## src/igsc_pkg.sv

```systemverilog
// Purpose: constants, register map and types of the intensifier gate and
//          sync controller.
// Assumes: 20 MHz clock, APB register access, 32-bit data.
// Notes:   register offsets are byte addresses.
// Summary of operation
// - In external sync, exposure waits for both the start command and a sync edge of the chosen polarity.
// - After the qualifying trigger the clean cycle in progress finishes and acquisition starts at once.
// - A cycle is exposure, then shutter compensation unless the shutter type is none, then readout.
// - In internal sync with the pulse generator fitted, its ensemble is the trigger source.
// - The pulse generator may wait for an edge of the chosen polarity on its own trigger input.
// - In shutter mode the cathode bias is on for the whole exposure.
// - In gate mode the cathode bias is on only between the gate start and gate stop pulses.
// - In safe mode the cathode bias is always off.
// - While the light overload alarm sounds the cathode bias is off.
// - In gate mode only internal sync is used; other timing selections are overridden.
// - In gate mode one readout follows each completed pulse ensemble.
// - Readout cannot start while the generator is busy, and it never pulses during readout.
// - Gate mode forces exposure 0, no continuous cleans, open shutter and early bias, and locks them.
// - An ensemble is a gate start pulse, a gate stop pulse and an auxiliary pulse.
package igsc_pkg;

  localparam int unsigned ADDR_W = 8;
  localparam logic [7:0] OFS_CTRL       = 8'h00;
  localparam logic [7:0] OFS_EXPOSURE   = 8'h04;
  localparam logic [7:0] OFS_GATE_WIDTH = 8'h08;
  localparam logic [7:0] OFS_STATUS     = 8'h0C;
  localparam logic [7:0] OFS_INT_STATUS = 8'h10;
  localparam logic [7:0] OFS_INT_MASK   = 8'h14;
  localparam logic [7:0] OFS_COMMAND    = 8'h18;

  localparam int unsigned CTRL_W = 11;
  localparam int unsigned CMD_START_BIT = 0;
  localparam int unsigned CMD_STOP_BIT  = 1;

  localparam int unsigned INT_W         = 5;
  localparam int unsigned INT_FRAME     = 0;
  localparam int unsigned INT_TRIGGER   = 1;
  localparam int unsigned INT_OVERLOAD  = 2;
  localparam int unsigned INT_ENSEMBLE  = 3;
  localparam int unsigned INT_REJECT    = 4;

  // pin synchroniser lanes
  localparam int unsigned PIN_SYNC     = 0;
  localparam int unsigned PIN_GEN_TRIG = 1;
  localparam int unsigned PIN_OVERLOAD = 2;
  localparam int unsigned PIN_COUNT    = 3;

  typedef enum logic [1:0] {
    MODE_SHUTTER = 2'h0,
    MODE_GATE    = 2'h1,
    MODE_SAFE    = 2'h2
  } igsc_mode_type;

  typedef enum logic [1:0] {
    TIMING_FREE_RUN = 2'h0,
    TIMING_EXT_SYNC = 2'h1,
    TIMING_INTERNAL = 2'h2
  } igsc_timing_type;

  typedef enum logic [1:0] {
    SHUT_NONE       = 2'h0,
    SHUT_ELECTRONIC = 2'h1,
    SHUT_MECHANICAL = 2'h2
  } igsc_shutter_type;

  typedef struct packed {
    logic             genTrigRising;
    logic             genTrigWait;
    logic             earlyBiasOn;
    logic             contCleans;
    igsc_shutter_type shutter;
    logic             syncRising;
    igsc_timing_type  timing;
    igsc_mode_type    mode;
  } igsc_ctrl_type;

  localparam igsc_ctrl_type CTRL_RESET = '{
    genTrigRising: 1'b0, genTrigWait: 1'b0, earlyBiasOn: 1'b0,
    contCleans: 1'b0, shutter: SHUT_ELECTRONIC, syncRising: 1'b0,
    timing: TIMING_FREE_RUN, mode: MODE_SAFE};

  // gray codes along clean, wait, finish, expose, compensate, readout
  typedef enum logic [2:0] {
    ST_IDLE   = 3'h0,
    ST_WAIT   = 3'h1,
    ST_FINISH = 3'h3,
    ST_EXPOSE = 3'h2,
    ST_COMP   = 3'h6,
    ST_READ   = 3'h7
  } igsc_state_type;

  typedef enum logic [1:0] {
    GEN_IDLE = 2'h0,
    GEN_ON   = 2'h1,
    GEN_AUX  = 2'h3
  } igsc_gen_type;

  localparam logic [31:0] EXPOSURE_RESET   = 32'h0000_0000;
  localparam logic [15:0] GATE_WIDTH_RESET = 16'h0010;

  localparam int unsigned CLK_PERIOD_NS  = 50;
  localparam int unsigned COMP_TIME_MS   = 6;
  localparam int unsigned COMP_CYCLES    =
    COMP_TIME_MS * 1000000 / CLK_PERIOD_NS;
  localparam int unsigned CLEAN_CYCLES   = 400;
  localparam int unsigned READOUT_CYCLES = 2000;

endpackage

```

## src/igsc_controller.sv

```systemverilog
// Purpose: acquisition sequencing, pulse generator and cathode bias
//          control of an intensified camera, with APB registers.
// Assumes: one 20 MHz clock; sync, trigger and overload pins asynchronous.
// Notes:   zero-wait APB slave; unmapped addresses answer pslverr.
`timescale 1ns/100ps
module igsc_controller
  import igsc_pkg::*;
#(
  parameter int unsigned COMP_LEN    = COMP_CYCLES,
  parameter int unsigned CLEAN_LEN   = CLEAN_CYCLES,
  parameter int unsigned READOUT_LEN = READOUT_CYCLES,
  parameter bit          GEN_FITTED  = 1'b1
)
(
  input  wire logic              clk,
  input  wire logic              reset,
  input  wire logic              clkEn,
  input  wire logic              psel,
  input  wire logic              penable,
  input  wire logic              pwrite,
  input  wire logic [ADDR_W-1:0] paddr,
  input  wire logic [31:0]       pwdata,
  output      logic [31:0]       prdata,
  output      logic              pready,
  output      logic              pslverr,
  input  wire logic              extSyncPin,
  input  wire logic              genTrigPin,
  input  wire logic              overloadPin,
  output      logic              cathodeBias,
  output      logic              alarmSound,
  output      logic              gateStartPulse,
  output      logic              gateStopPulse,
  output      logic              auxPulse,
  output      logic              exposureActive,
  output      logic              readoutActive,
  output      logic              cleaning,
  output      logic              genBusy,
  output      logic              irq
);

  typedef struct packed {
    igsc_ctrl_type  ctrl;
    logic [31:0]    exposure;
    logic [15:0]    gateWidth;
    logic [INT_W-1:0] intStatus;
    logic [INT_W-1:0] intMask;
    logic           armed;
    igsc_state_type state;
    logic [31:0]    cnt;
    logic [31:0]    cleanCnt;
    igsc_gen_type   gen;
    logic [15:0]    genCnt;
    logic           gateOn;
    logic           bias;
    logic           startPulse;
    logic           stopPulse;
    logic           auxOut;
    logic [31:0]    rdata;
  } igsc_regs_type;

  localparam igsc_regs_type REGS_RESET = '{
    ctrl: CTRL_RESET, exposure: EXPOSURE_RESET,
    gateWidth: GATE_WIDTH_RESET, intStatus: '0, intMask: '0,
    armed: 1'b0, state: ST_IDLE, cnt: '0, cleanCnt: '0, gen: GEN_IDLE,
    genCnt: '0, gateOn: 1'b0, bias: 1'b0, startPulse: 1'b0,
    stopPulse: 1'b0, auxOut: 1'b0, rdata: '0};

  igsc_regs_type r;
  igsc_regs_type next_r;

  logic [PIN_COUNT-1:0] pinLevel;
  logic [PIN_COUNT-1:0] pinRise;
  logic [PIN_COUNT-1:0] pinFall;

  igsc_pin_sync #(
    .WIDTH (PIN_COUNT)
  ) pinSync (
    .clk   (clk),
    .reset (reset),
    .clkEn (clkEn),
    .pinIn ({overloadPin, genTrigPin, extSyncPin}),
    .level (pinLevel),
    .rise  (pinRise),
    .fall  (pinFall)
  );

  // effective settings and decoded bus signals
  logic             gateMode;
  igsc_timing_type  timingEff;
  igsc_shutter_type shutterEff;
  logic             contEff;
  logic             earlyEff;
  logic [31:0]      exposureEff;
  logic             syncEdge;
  logic             genEdge;
  logic             alarm;
  logic             hit;
  logic             wrAccess;
  logic             trigger;
  logic             genFire;
  logic             ensembleDone;
  logic             cleanRun;
  logic [INT_W-1:0] events;
  logic [31:0]      readMux;
  logic [32:0]      cntNext;
  igsc_ctrl_type    wrCtrl;

  always_comb
  begin
    gateMode = (r.ctrl.mode == MODE_GATE);
    // gate mode overrides timing, shutter, cleans and exposure
    timingEff = gateMode ? TIMING_INTERNAL : r.ctrl.timing;
    shutterEff = gateMode ? SHUT_NONE : r.ctrl.shutter;
    contEff = gateMode ? 1'b0 : r.ctrl.contCleans;
    earlyEff = gateMode ? 1'b1 : r.ctrl.earlyBiasOn;
    exposureEff = gateMode ? 32'h0 : r.exposure;
    syncEdge = r.ctrl.syncRising ? pinRise[PIN_SYNC]
                                 : pinFall[PIN_SYNC];
    genEdge = r.ctrl.genTrigRising ? pinRise[PIN_GEN_TRIG]
                                   : pinFall[PIN_GEN_TRIG];
    alarm = pinLevel[PIN_OVERLOAD];
    wrCtrl = igsc_ctrl_type'(pwdata[CTRL_W-1:0]);
    hit = 1'b1;
    unique case (paddr)
      OFS_CTRL:       readMux = {{(32-CTRL_W){1'b0}}, r.ctrl};
      OFS_EXPOSURE:   readMux = r.exposure;
      OFS_GATE_WIDTH: readMux = {16'h0000, r.gateWidth};
      OFS_STATUS:     readMux = {20'h00000, r.gen, alarm, r.gateOn,
                                 r.bias, r.armed, gateMode,
                                 timingEff, r.state};
      OFS_INT_STATUS: readMux = {{(32-INT_W){1'b0}}, r.intStatus};
      OFS_INT_MASK:   readMux = {{(32-INT_W){1'b0}}, r.intMask};
      OFS_COMMAND:    readMux = 32'h0000_0000;
      default:
      begin
        readMux = 32'h0000_0000;
        hit = 1'b0;
      end
    endcase
    wrAccess = psel & penable & pwrite & hit;
  end

  always_comb
  begin
    next_r = r;
    events = '0;
    next_r.startPulse = 1'b0;
    next_r.stopPulse = 1'b0;
    next_r.auxOut = 1'b0;
    cntNext = {1'b0, r.cnt} + 33'h1;

    // read data is captured in the setup phase so prdata is a flop
    if (psel & ~penable)
      next_r.rdata = readMux;

    // pulse generator
    genFire = 1'b0;
    ensembleDone = 1'b0;
    unique case (r.gen)
      GEN_IDLE:
      begin
        // never fires outside the wait state, so never pulses during readout
        if (GEN_FITTED && timingEff == TIMING_INTERNAL && r.armed &&
            r.state == ST_WAIT && (!r.ctrl.genTrigWait || genEdge))
        begin
          genFire = 1'b1;
          next_r.startPulse = genFire;
          next_r.gateOn = 1'b1;
          next_r.genCnt = 16'h0000;
          next_r.gen = GEN_ON;
        end
      end
      GEN_ON:
      begin
        next_r.genCnt = r.genCnt + 16'h0001;
        if (r.genCnt + 16'h0001 >= r.gateWidth)
        begin
          next_r.stopPulse = 1'b1;
          next_r.gateOn = 1'b0;
          next_r.gen = GEN_AUX;
        end
      end
      GEN_AUX:
      begin
        next_r.auxOut = 1'b1;
        ensembleDone = 1'b1;
        next_r.gen = GEN_IDLE;
      end
      default:
      begin
        next_r.gen = GEN_IDLE;
        next_r.gateOn = 1'b0;
      end
    endcase
    events[INT_ENSEMBLE] = ensembleDone;

    // clean cycles run while idle, during continuous cleans, and
    // otherwise only until the one in progress completes
    cleanRun = (r.state == ST_IDLE) || (r.cleanCnt != 32'h0) ||
               (r.state == ST_WAIT && contEff);
    if (cleanRun)
      next_r.cleanCnt = (r.cleanCnt + 32'h1 >= 32'(CLEAN_LEN)) ? 32'h0
                        : r.cleanCnt + 32'h1;

    unique case (timingEff)
      TIMING_EXT_SYNC: trigger = syncEdge;
      TIMING_INTERNAL: trigger = ensembleDone;
      default:         trigger = 1'b1;
    endcase

    unique case (r.state)
      ST_IDLE:
      begin
        if (r.armed)
          next_r.state = ST_WAIT;
      end
      ST_WAIT:
      begin
        if (!r.armed)
          next_r.state = ST_IDLE;
        else if (trigger)
        begin
          events[INT_TRIGGER] = 1'b1;
          next_r.state = ST_FINISH;
        end
      end
      ST_FINISH:
      begin
        if (r.cleanCnt == 32'h0)
        begin
          next_r.cnt = 32'h0;
          next_r.state = ST_EXPOSE;
        end
      end
      ST_EXPOSE:
      begin
        next_r.cnt = cntNext[31:0];
        if (cntNext >= {1'b0, exposureEff})
        begin
          if (shutterEff != SHUT_NONE)
          begin
            next_r.cnt = 32'h0;
            next_r.state = ST_COMP;
          end
          else if (r.gen == GEN_IDLE)
          begin
            next_r.cnt = 32'h0;
            next_r.state = ST_READ;
          end
        end
      end
      ST_COMP:
      begin
        next_r.cnt = cntNext[31:0];
        if (cntNext >= {1'b0, 32'(COMP_LEN)} && r.gen == GEN_IDLE)
        begin
          next_r.cnt = 32'h0;
          next_r.state = ST_READ;
        end
      end
      ST_READ:
      begin
        next_r.cnt = cntNext[31:0];
        if (cntNext >= {1'b0, 32'(READOUT_LEN)})
        begin
          events[INT_FRAME] = 1'b1;
          next_r.cnt = 32'h0;
          next_r.state = r.armed ? ST_WAIT : ST_IDLE;
        end
      end
    endcase

    // cathode bias: safe mode and alarm override everything
    if (r.ctrl.mode == MODE_SAFE || alarm)
      next_r.bias = 1'b0;
    else if (gateMode)
      next_r.bias = next_r.gateOn;
    else
      next_r.bias = (next_r.state == ST_EXPOSE) ||
                    (earlyEff && r.armed && (next_r.state == ST_WAIT ||
                     next_r.state == ST_FINISH));
    events[INT_OVERLOAD] = pinRise[PIN_OVERLOAD];

    // register writes
    if (wrAccess)
    begin
      unique case (paddr)
        OFS_CTRL:
        begin
          if (gateMode || wrCtrl.mode == MODE_GATE)
          begin
            // locked fields keep their values while gate mode holds
            next_r.ctrl.mode = wrCtrl.mode;
            next_r.ctrl.genTrigWait = wrCtrl.genTrigWait;
            next_r.ctrl.genTrigRising = wrCtrl.genTrigRising;
            if (wrCtrl.timing != TIMING_INTERNAL)
              events[INT_REJECT] = 1'b1;
          end
          else
            next_r.ctrl = wrCtrl;
        end
        OFS_EXPOSURE:
        begin
          if (!gateMode)
            next_r.exposure = pwdata;
        end
        OFS_GATE_WIDTH: next_r.gateWidth = pwdata[15:0];
        OFS_INT_STATUS:
          next_r.intStatus = r.intStatus & ~pwdata[INT_W-1:0];
        OFS_INT_MASK:   next_r.intMask = pwdata[INT_W-1:0];
        OFS_COMMAND:
        begin
          if (pwdata[CMD_STOP_BIT])
            next_r.armed = 1'b0;
          else if (pwdata[CMD_START_BIT])
            next_r.armed = 1'b1;
        end
        default:
        begin
        end
      endcase
    end
    // a new event wins over a clear in the same cycle
    next_r.intStatus = next_r.intStatus | events;
  end

  always_ff @(posedge clk)
  begin
    if (reset)
      r <= REGS_RESET;
    else if (clkEn)
      r <= next_r;
  end

  assign prdata = r.rdata;
  assign pready = psel & penable;
  assign pslverr = psel & penable & ~hit;
  assign cathodeBias = r.bias;
  assign alarmSound = pinLevel[PIN_OVERLOAD];
  assign gateStartPulse = r.startPulse;
  assign gateStopPulse = r.stopPulse;
  assign auxPulse = r.auxOut;
  assign exposureActive = (r.state == ST_EXPOSE);
  assign readoutActive = (r.state == ST_READ);
  assign cleaning = (r.state == ST_IDLE) || (r.cleanCnt != 32'h0);
  assign genBusy = (r.gen != GEN_IDLE);
  assign irq = |(r.intStatus & r.intMask);

endmodule

```

## src/igsc_pin_sync.sv

```systemverilog
// Purpose: three-stage synchroniser with settled level and edge pulses.
// Assumes: inputs asynchronous to clk.
// Notes:   a level counts once stages two and three agree.
`timescale 1ns/100ps
module igsc_pin_sync
  import igsc_pkg::*;
#(
  parameter int unsigned WIDTH = 3
)
(
  input  wire logic             clk,
  input  wire logic             reset,
  input  wire logic             clkEn,
  input  wire logic [WIDTH-1:0] pinIn,
  output      logic [WIDTH-1:0] level,
  output      logic [WIDTH-1:0] rise,
  output      logic [WIDTH-1:0] fall
);

  typedef struct packed {
    logic [WIDTH-1:0] s1;
    logic [WIDTH-1:0] s2;
    logic [WIDTH-1:0] s3;
    logic [WIDTH-1:0] level;
    logic [WIDTH-1:0] rise;
    logic [WIDTH-1:0] fall;
  } igsc_sync_type;

  igsc_sync_type r;
  igsc_sync_type next_r;
  logic [WIDTH-1:0] agree;

  always_comb
  begin
    next_r = r;
    agree = ~(r.s2 ^ r.s3);
    next_r.s1 = pinIn;
    next_r.s2 = r.s1;
    next_r.s3 = r.s2;
    next_r.level = (r.s2 & agree) | (r.level & ~agree);
    next_r.rise = next_r.level & ~r.level;
    next_r.fall = ~next_r.level & r.level;
  end

  always_ff @(posedge clk)
  begin
    if (reset)
      r <= '0;
    else if (clkEn)
      r <= next_r;
  end

  assign level = r.level;
  assign rise = r.rise;
  assign fall = r.fall;

endmodule

```

## config.mk

```make
export PLATFORM = sky130hd
export DESIGN_NAME = igsc_controller
export DESIGN_NICKNAME = d
export VERILOG_FILES = /design/src/igsc_pkg.sv /design/src/igsc_controller.sv /design/src/igsc_pin_sync.sv
export SDC_FILE = /design/constraint.sdc
export NUM_CORES = 1
export LEC_CHECK = 0
export ABC_CLOCK_PERIOD_IN_PS = 4400
export BUFFER_PORTS_ARGS = -buffer_cell sky130_fd_sc_hd__buf_2
export CAP_MARGIN = 20
export CORE_ASPECT_RATIO = 1.1
export CORE_MARGIN = 2
export CORE_UTILIZATION = 60
export DETAILED_ROUTE_END_ITERATION = 12
export PLACE_DENSITY = 0.8
export SYNTH_ARGS = -nofsm -noshare
export SYNTH_HDL_FRONTEND = slang
export SYNTH_HIERARCHICAL = 1
export SYNTH_SLANG_ARGS = --single-unit
```

## constraint.sdc

```tcl
create_clock -name clk -period 4.4 [get_ports clk]
set_clock_uncertainty 0.15 [all_clocks]
set_input_delay 0.44 -clock clk [delete_from_list [all_inputs] [get_ports clk]]
set_output_delay 0.44 -clock clk [all_outputs]
set_load 0.02 [all_outputs]
```

==> reports/qor.txt, run 1 <==
IO Port Bufs: 92
R2r setup slk: 0.23 ns
Synthesized Nets: 1,634
Worst Path Required: 4.66 ns
Routed WL: 33.60 mm
RePlAce Congestion: 0.9354
Vias: 11.30k
Final period util: 94.72%
YS warnings: 6
TritonCTS clock tree: yes
GRT Util Overall: 30.20%
R2R Path End: r[102]$_SDFFE_PP0P_
Die Ht: 153.3 um
Clock transition at path regs: 0.07 ns
Worst r2r src: r[102]$_SDFFE_PP0P_
Clock Root Buffer: clkbuf_16
Fin nets: 1,669
Proportion of layout cells with a drive suffix above 1: 14.80%
Area of the core: 19,860 um2
Initial Util: 61.19%
Max-Cap Viols: 0
Largest net degree at the start of global routing: 114
Critical Path Fanout Max: 9
Pwr/cell area: 294.3 nW/um2
Number of global-route vias before repair: 10.76k
Crit path from: r[102]$_SDFFE_PP0P_
First-pass GRT wire length: 54.17 mm
Htree depth: 1
Final hold vios: 0
Fin. max-slew vios: 0
Fill count: 1,674
Cells on worst reg2reg path: 17
Avg Cell Area, Syn: 7.934 um2
Tmin final: 4.168 ns
Util after Layout: 67.49%
Leakage: 5.395 nW
Rows: 54
Max Freq: 0.2399 GHz
Wirelength per Cell: 18.33 um
Worst Path Arrival: 4.43 ns
I/O pins: 93
Peak VDD IR: 0.3664 mV
Synth Instances: 1,532
Total grt overflow: 0
Die Span X: 139.7 um
DR iter-0 viols: 944
Count of endpoints failing setup in the final report: 0
Post-route ant nets: 0
Least-Margin Pin Slew: 0.8489 ns
End of the worst hold path: pinSync/next_r[14]$_SDFFE_PP0P_
Setup TNS: 0 ns
Worst rel slew slack: 43.41%
TritonCTS Buffers: 23
Post-Syn Area: 12,160 um2
Startpoint types: flop
DR vias/cell: 6.165
Area Overhead vs Synth: 10.29%
Post-DP HPWL: 24.10 mm
DRT Pass-1 Iters: 7
Worst hold stages: 3
Max clock buf depth: 3
DRC Markers: 0
Clock latency at the later pin of the worst-skew pair: 0.52 ns
Diodes inserted: 0
Kind of critical path: reg2reg
Hold_sp: overloadPin
HP Class: in2reg
Clock Sinks: 209
Tot Pwr: 3.945 mW
Area of the die: 21,410 um2
Crit end category: flop
Outcome: completed
Antenna violations before repair: 0
-- critical path: stages (launching register included) --
cell      delay, ns
dfxtp_1        0.57
and2_1         0.28
nand3_1        0.17
nor4_4         0.34
nand2_1        0.15
nor2_1         0.16
xor2_1         0.26
ha_1           0.20
nand3_1        0.11
nor2_1         0.28
nand2_1        0.15
o21bai_2       0.23
o311ai_4       0.11
nor3_2         0.09
a31oi_4        0.24
buf_4          0.22
nor3_1         0.07
a211o_1        0.28
-- worst max path at each step --
stage                          endpoint  slack [ns]
finish              r[102]$_SDFFE_PP0P_        0.23
floorplan           r[106]$_SDFFE_PP0P_        0.45
global placement    r[106]$_SDFFE_PP0P_        0.07
CTS                  r[89]$_SDFFE_PP0P_        0.01
detailed placement   r[89]$_SDFFE_PP0P_        0.04
global route        r[102]$_SDFFE_PP0P_       -0.02
-- area by class of cell --
| cell class | instances | area (um2) | area share [%] |
|---|---|---|---|
| repair buffers | 146 | 885.9 | 6.608 |
| clock inverters | 9 | 80.08 | 0.5973 |
| clock buffers | 30 | 631.9 | 4.713 |
| well taps | 252 | 315.3 | 2.352 |
| multi-input cells | 1147 | 7148 | 53.32 |
| inverters | 40 | 150.1 | 1.120 |
| flip-flops and latches | 209 | 4195 | 31.29 |
-- per-layer routing --
metal	track usage (%)	share of wire [%]	vias up	wire, um
met5	0	0	-	0
met4	9.143	2.8	0	939
met3	5.232	6.8	79	2278
met2	50.94	48	414	16120
met1	39.61	42	5312	14270
li1	-	-	5496	-
-- sequential cells by signal, summed over array words and instances, names as in the netlist --
| signal | flops |
|---|---|
| pinSync/fall | 2 |
| pinSync/rise | 3 |
| pinSync/r | 3 |
| prdata | 32 |
| r | 156 |
| pinSync/next_r | 6 |
| pinSync/level | 3 |
| gateStopPulse | 1 |
| auxPulse | 1 |
| cathodeBias | 1 |
| gateStartPulse | 1 |
-- cells in the final DEF (no fill, tap or decap), types with 26 or more instances in the layout --
cell type and n:
o21ai_0 43, dfxtp_1 202, nor2_1 114, nor3_1 39
a21oi_1 144, xor2_1 26, nand3_1 68, inv_1 38
nand2_1 233, buf_2 91, ha_1 52, and2_1 35
buf_4 52, nand4_1 26, mux2i_1 29
-- metrics by stage --
| step | std cells | hold slack, ns | worst slack, ns | cell area, um2 |
|---|---|---|---|---|
| after floorplan | 1532 | 0.2823 | 0.4457 | 12160 |
| after global placement | 1789 | 0.2862 | 0.07245 | 12590 |
| after detailed placement | 1789 | 0.2938 | 0.04283 | 12590 |
| after CTS | 1830 | 0.004483 | 0.009901 | 13320 |
| after global routing | 1833 | 0.02098 | -0.02489 | 13410 |
| final | 1833 | 0.01612 | 0.2324 | 13410 |
-- where the power goes --
part	internal, mW	leakage, nW	switching, mW	total, mW
Combinational	0.0558	3.35	0.120	0.176
Clock	1.07	0.352	0.790	1.86
Sequential	1.90	1.69	0.00999	1.91
-- what timing repair did --
item | CTS | global route
setup endpoints to repair | 0 | 35
endpoints found under the hold margin | 2 | 0
buffers inserted | 0 | 3
hold buffers | 2 | 0
resized for setup | 0 | 25
Power figures use the tool's default switching activity.
==> run 2, diff against run 1 <==
--- a/config.mk
+++ b/config.mk
@@ -5,7 +5,7 @@
 export SDC_FILE = /design/constraint.sdc
 export NUM_CORES = 1
 export LEC_CHECK = 0
-export ABC_CLOCK_PERIOD_IN_PS = 4400
+export ABC_CLOCK_PERIOD_IN_PS = 4300
 export BUFFER_PORTS_ARGS = -buffer_cell sky130_fd_sc_hd__buf_2
 export CAP_MARGIN = 20
 export CORE_ASPECT_RATIO = 1.1
==> constraint.sdc (replaced) <==
create_clock -name clk -period 4.3 [get_ports clk]
set_clock_uncertainty 0.15 [all_clocks]
set_input_delay 0.43 -clock clk [delete_from_list [all_inputs] [get_ports clk]]
set_output_delay 0.43 -clock clk [all_outputs]
set_load 0.02 [all_outputs]
==> run 2 against run 1 <==
  * Clock power up 9%
  * Power up 5.6%
  * Non-clock buffer count increased by 28
  * Register-to-register slack worse by 0.07 ns
  * Utilization up 1.8 points
  * Largest cell class unchanged
  * Critical path depth did not move
  * Largest power group is now clock
  * Cell area is 2.7% higher
==> reports/qor.txt, run 2 (synthesis results as in run 1) <==
Outcome: completed (unchanged)
Fin. max-slew vios: 0 (unchanged)
IO Port Bufs: 92 (unchanged)
Kind of critical path: reg2reg (unchanged)
Multi-input gate area: 7176 um2 (was 7148 um2)
Largest net degree at the start of global routing: 136 (was 114)
Worst hold stages: 3 (unchanged)
Vias: 11.60k (was 11.30k)
Worst Slack Setup Final: 0.1596 ns (was 0.2324 ns)
Critical Path Fanout Max: 9 (unchanged)
I/O pins: 93 (unchanged)
Hold_sp: pwdata[19] (was overloadPin)
Placement Setup Slack: 0.003267 ns (was 0.04283 ns)
Die Ht: 153.3 um (unchanged)
Least-Margin Pin Slew: 0.8001 ns (was 0.8489 ns)
Final hold slack: 0.005232 ns (was 0.01612 ns)
Clock latency at the later pin of the worst-skew pair: 0.53 ns (was 0.52 ns)
Worst Path Required: 4.56 ns (was 4.66 ns)
DR iter-0 viols: 1,030 (was 944)
Htree depth: 1 (unchanged)
Max reg flops: 156 (unchanged)
Post-route ant nets: 0 (unchanged)
Most common cell after layout, fill and taps aside: nand2_1 (unchanged)
Antenna violations before repair: 0 (unchanged)
DRT Pass-1 Iters: 7 (unchanged)
Post-DP Area: 12,690 um2 (was 12,590 um2)
Number of global-route vias before repair: 10.82k (was 10.76k)
Total grt overflow: 0 (unchanged)
HP Class: in2reg (unchanged)
Worst rel slew slack: 46.17% (was 43.41%)
First-pass GRT wire length: 54.32 mm (was 54.17 mm)
Fin nets: 1,697 (was 1,669)
Crit-path slowest cell: dfxtp_2 (was dfxtp_1)
R2R Path End: r[102]$_SDFFE_PP0P_ (unchanged)
Area Overhead vs Synth: 13.22% (was 10.29%)
Fill count: 1,642 (was 1,674)
Clock transition at path regs: 0.07 ns (about the same)
TritonCTS Buffers: 23 (unchanged)
GRT Util Overall: 30.28% (was 30.20%)
Worst path max stage delay: 0.42 ns (was 0.57 ns)
Pwr/cell area: 302.6 nW/um2 (was 294.3 nW/um2)
Worst r2r src: r[91]$_SDFFE_PP0P_ (was r[102]$_SDFFE_PP0P_)
Clock Root Buffer: clkbuf_16 (unchanged)
Max-Cap Viols: 0 (unchanged)
Final design instance area without fill: 13,760 um2 (was 13,410 um2)
Proportion of layout cells with a drive suffix above 1: 15.57% (was 14.80%)
Die Span X: 139.7 um (unchanged)
Area of the core: 19,860 um2 (unchanged)
Final hold vios: 0 (unchanged)
DRC Markers: 0 (unchanged)
Diodes inserted: 0 (unchanged)
Startpoint types: flop (unchanged)
Wirelength per Cell: 18.21 um (was 18.33 um)
Cells on worst reg2reg path: 17 (unchanged)
Crit end category: flop (unchanged)
Worst Path Arrival: 4.40 ns (was 4.43 ns)
Area of the die: 21,410 um2 (unchanged)
Register bank with the most flops: r (unchanged)
Clock Sinks: 209 (unchanged)
TritonCTS clock tree: yes (unchanged)
R2r setup slk: 0.16 ns (was 0.23 ns)
End of the worst hold path: r[168]$_SDFFE_PP0P_ (was pinSync/next_r[14]$_SDFFE_PP0P_)
Routed WL: 33.94 mm (was 33.60 mm)
Final period util: 96.29% (was 94.72%)
RePlAce Congestion: 0.9446 (was 0.9354)
Peak VDD IR: 0.3695 mV (was 0.3664 mV)
Most frequent cells in the layout: 232 x nand2_1, 202 x dfxtp_1, 143 x a21oi_1 (was 233 x nand2_1, 202 x dfxtp_1, 144 x a21oi_1)
Tot Pwr: 4.165 mW (was 3.945 mW)
Post-DP HPWL: 24.07 mm (was 24.10 mm)
Util after Layout: 69.28% (was 67.49%)
Leakage: 5.619 nW (was 5.395 nW)
Tmin final: 4.140 ns (was 4.168 ns)
Max Freq: 0.2415 GHz (was 0.2399 GHz)
Crit path cell chain: nand4_1 -> buf_4 -> nor4_4 -> and2_1 -> xnor2_1 -> ha_1 -> nand4_1 -> nor2_2 -> o311a_1 -> o41ai_2 -> maj3_2 -> o311ai_4 -> nor3_2 -> a31oi_4 -> buf_4 -> nor3_1 -> a211o_1 (was and2_1 -> nand3_1 -> nor4_4 -> nand2_1 -> nor2_1 -> xor2_1 -> ha_1 -> nand3_1 -> nor2_1 -> nand2_1 -> o21bai_2 -> o311ai_4 -> nor3_2 -> a31oi_4 -> buf_4 -> nor3_1 -> a211o_1)
Initial Util: 61.19% (unchanged)
DR vias/cell: 6.222 (was 6.165)
Max clock buf depth: 3 (unchanged)
Count of endpoints failing setup in the final report: 0 (unchanged)
Seq. cell area: 4195 um2 (unchanged)
Rows: 54 (unchanged)
==> run 2: cell type report <==
class / instances / area share, %
Inverter: 40 / 1.091
Tap cell: 252 / 2.291
Clock buffer: 31 / 4.691
Sequential cell: 209 / 30.48
Clock inverter: 11 / 0.9001
Timing Repair Buffer: 174 / 8.401
Multi-Input combinational cell: 1147 / 52.14
==> run 2: power by group <==
part | leakage, nW | internal [mW] | switching, mW
registers | 1.69 | 1.95 | 0.0103
logic | 3.54 | 0.0691 | 0.124
clock network | 0.386 | 1.18 | 0.834
==> run 2: per-stage QoR <==
stage | instances | setup TNS [ns]
2_1_floorplan | 1532 | 0
3_3_place_gp | 1799 | 0
3_5_place_dp | 1800 | 0
4_1_cts | 1860 | 0
5_1_grt | 1864 | -0.0002518
6_report | 1864 | 0
==> run 2: worst max path at each step <==
stage | slack [ns] | start | to
2_1_floorplan | 0.35 | r[87]$_SDFFE_PP0P_ | r[106]$_SDFFE_PP0P_
3_3_place_gp | 0.08 | r[90]$_SDFFE_PP0P_ | r[106]$_SDFFE_PP0P_
3_5_place_dp | 0.003 | r[92]$_SDFFE_PP0P_ | r[106]$_SDFFE_PP0P_
5_1_grt | -0.0003 | r[97]$_SDFFE_PP0P_ | r[87]$_SDFFE_PP0P_
6_report | 0.16 | r[91]$_SDFFE_PP0P_ | r[102]$_SDFFE_PP0P_
4_1_cts | 0.04 | r[87]$_SDFFE_PP0P_ | r[106]$_SDFFE_PP0P_
==> run 2: layer usage <==
| metal | track usage (%) | up-vias | part of all wire (%) |
|---|---|---|---|
| met4 | 11.67 | 0 | 3.9 |
| met5 | 0 | - | 0 |
| met2 | 50.27 | 472 | 47 |
| met3 | 4.198 | 102 | 6.8 |
| li1 | - | 5570 | - |
| met1 | 40.04 | 5454 | 42 |
==> run 2: timing repair <==
| item | 4_1_cts | 5_1_grt |
|---|---|---|
| setup endpoints to repair | 3 | 36 |
| endpoints found under the hold margin | 18 | 0 |
| buffers inserted | 0 | 4 |
| gates resized for setup | 1 | 27 |
| hold buffers | 18 | 0 |
| pin swaps | 0 | 4 |
==> run 2: critical path, delay by kind of cell (launching register included) <==
family                   cells  cell delay [ns]
AO/OA/AOI/OAI                5             1.19
XOR/XNOR                     1             0.09
adder cells (fa/ha/maj)      2             0.65
buffers and inverters        2             0.39
flip-flops                   1             0.42
AND/OR/NAND/NOR              7             1.12
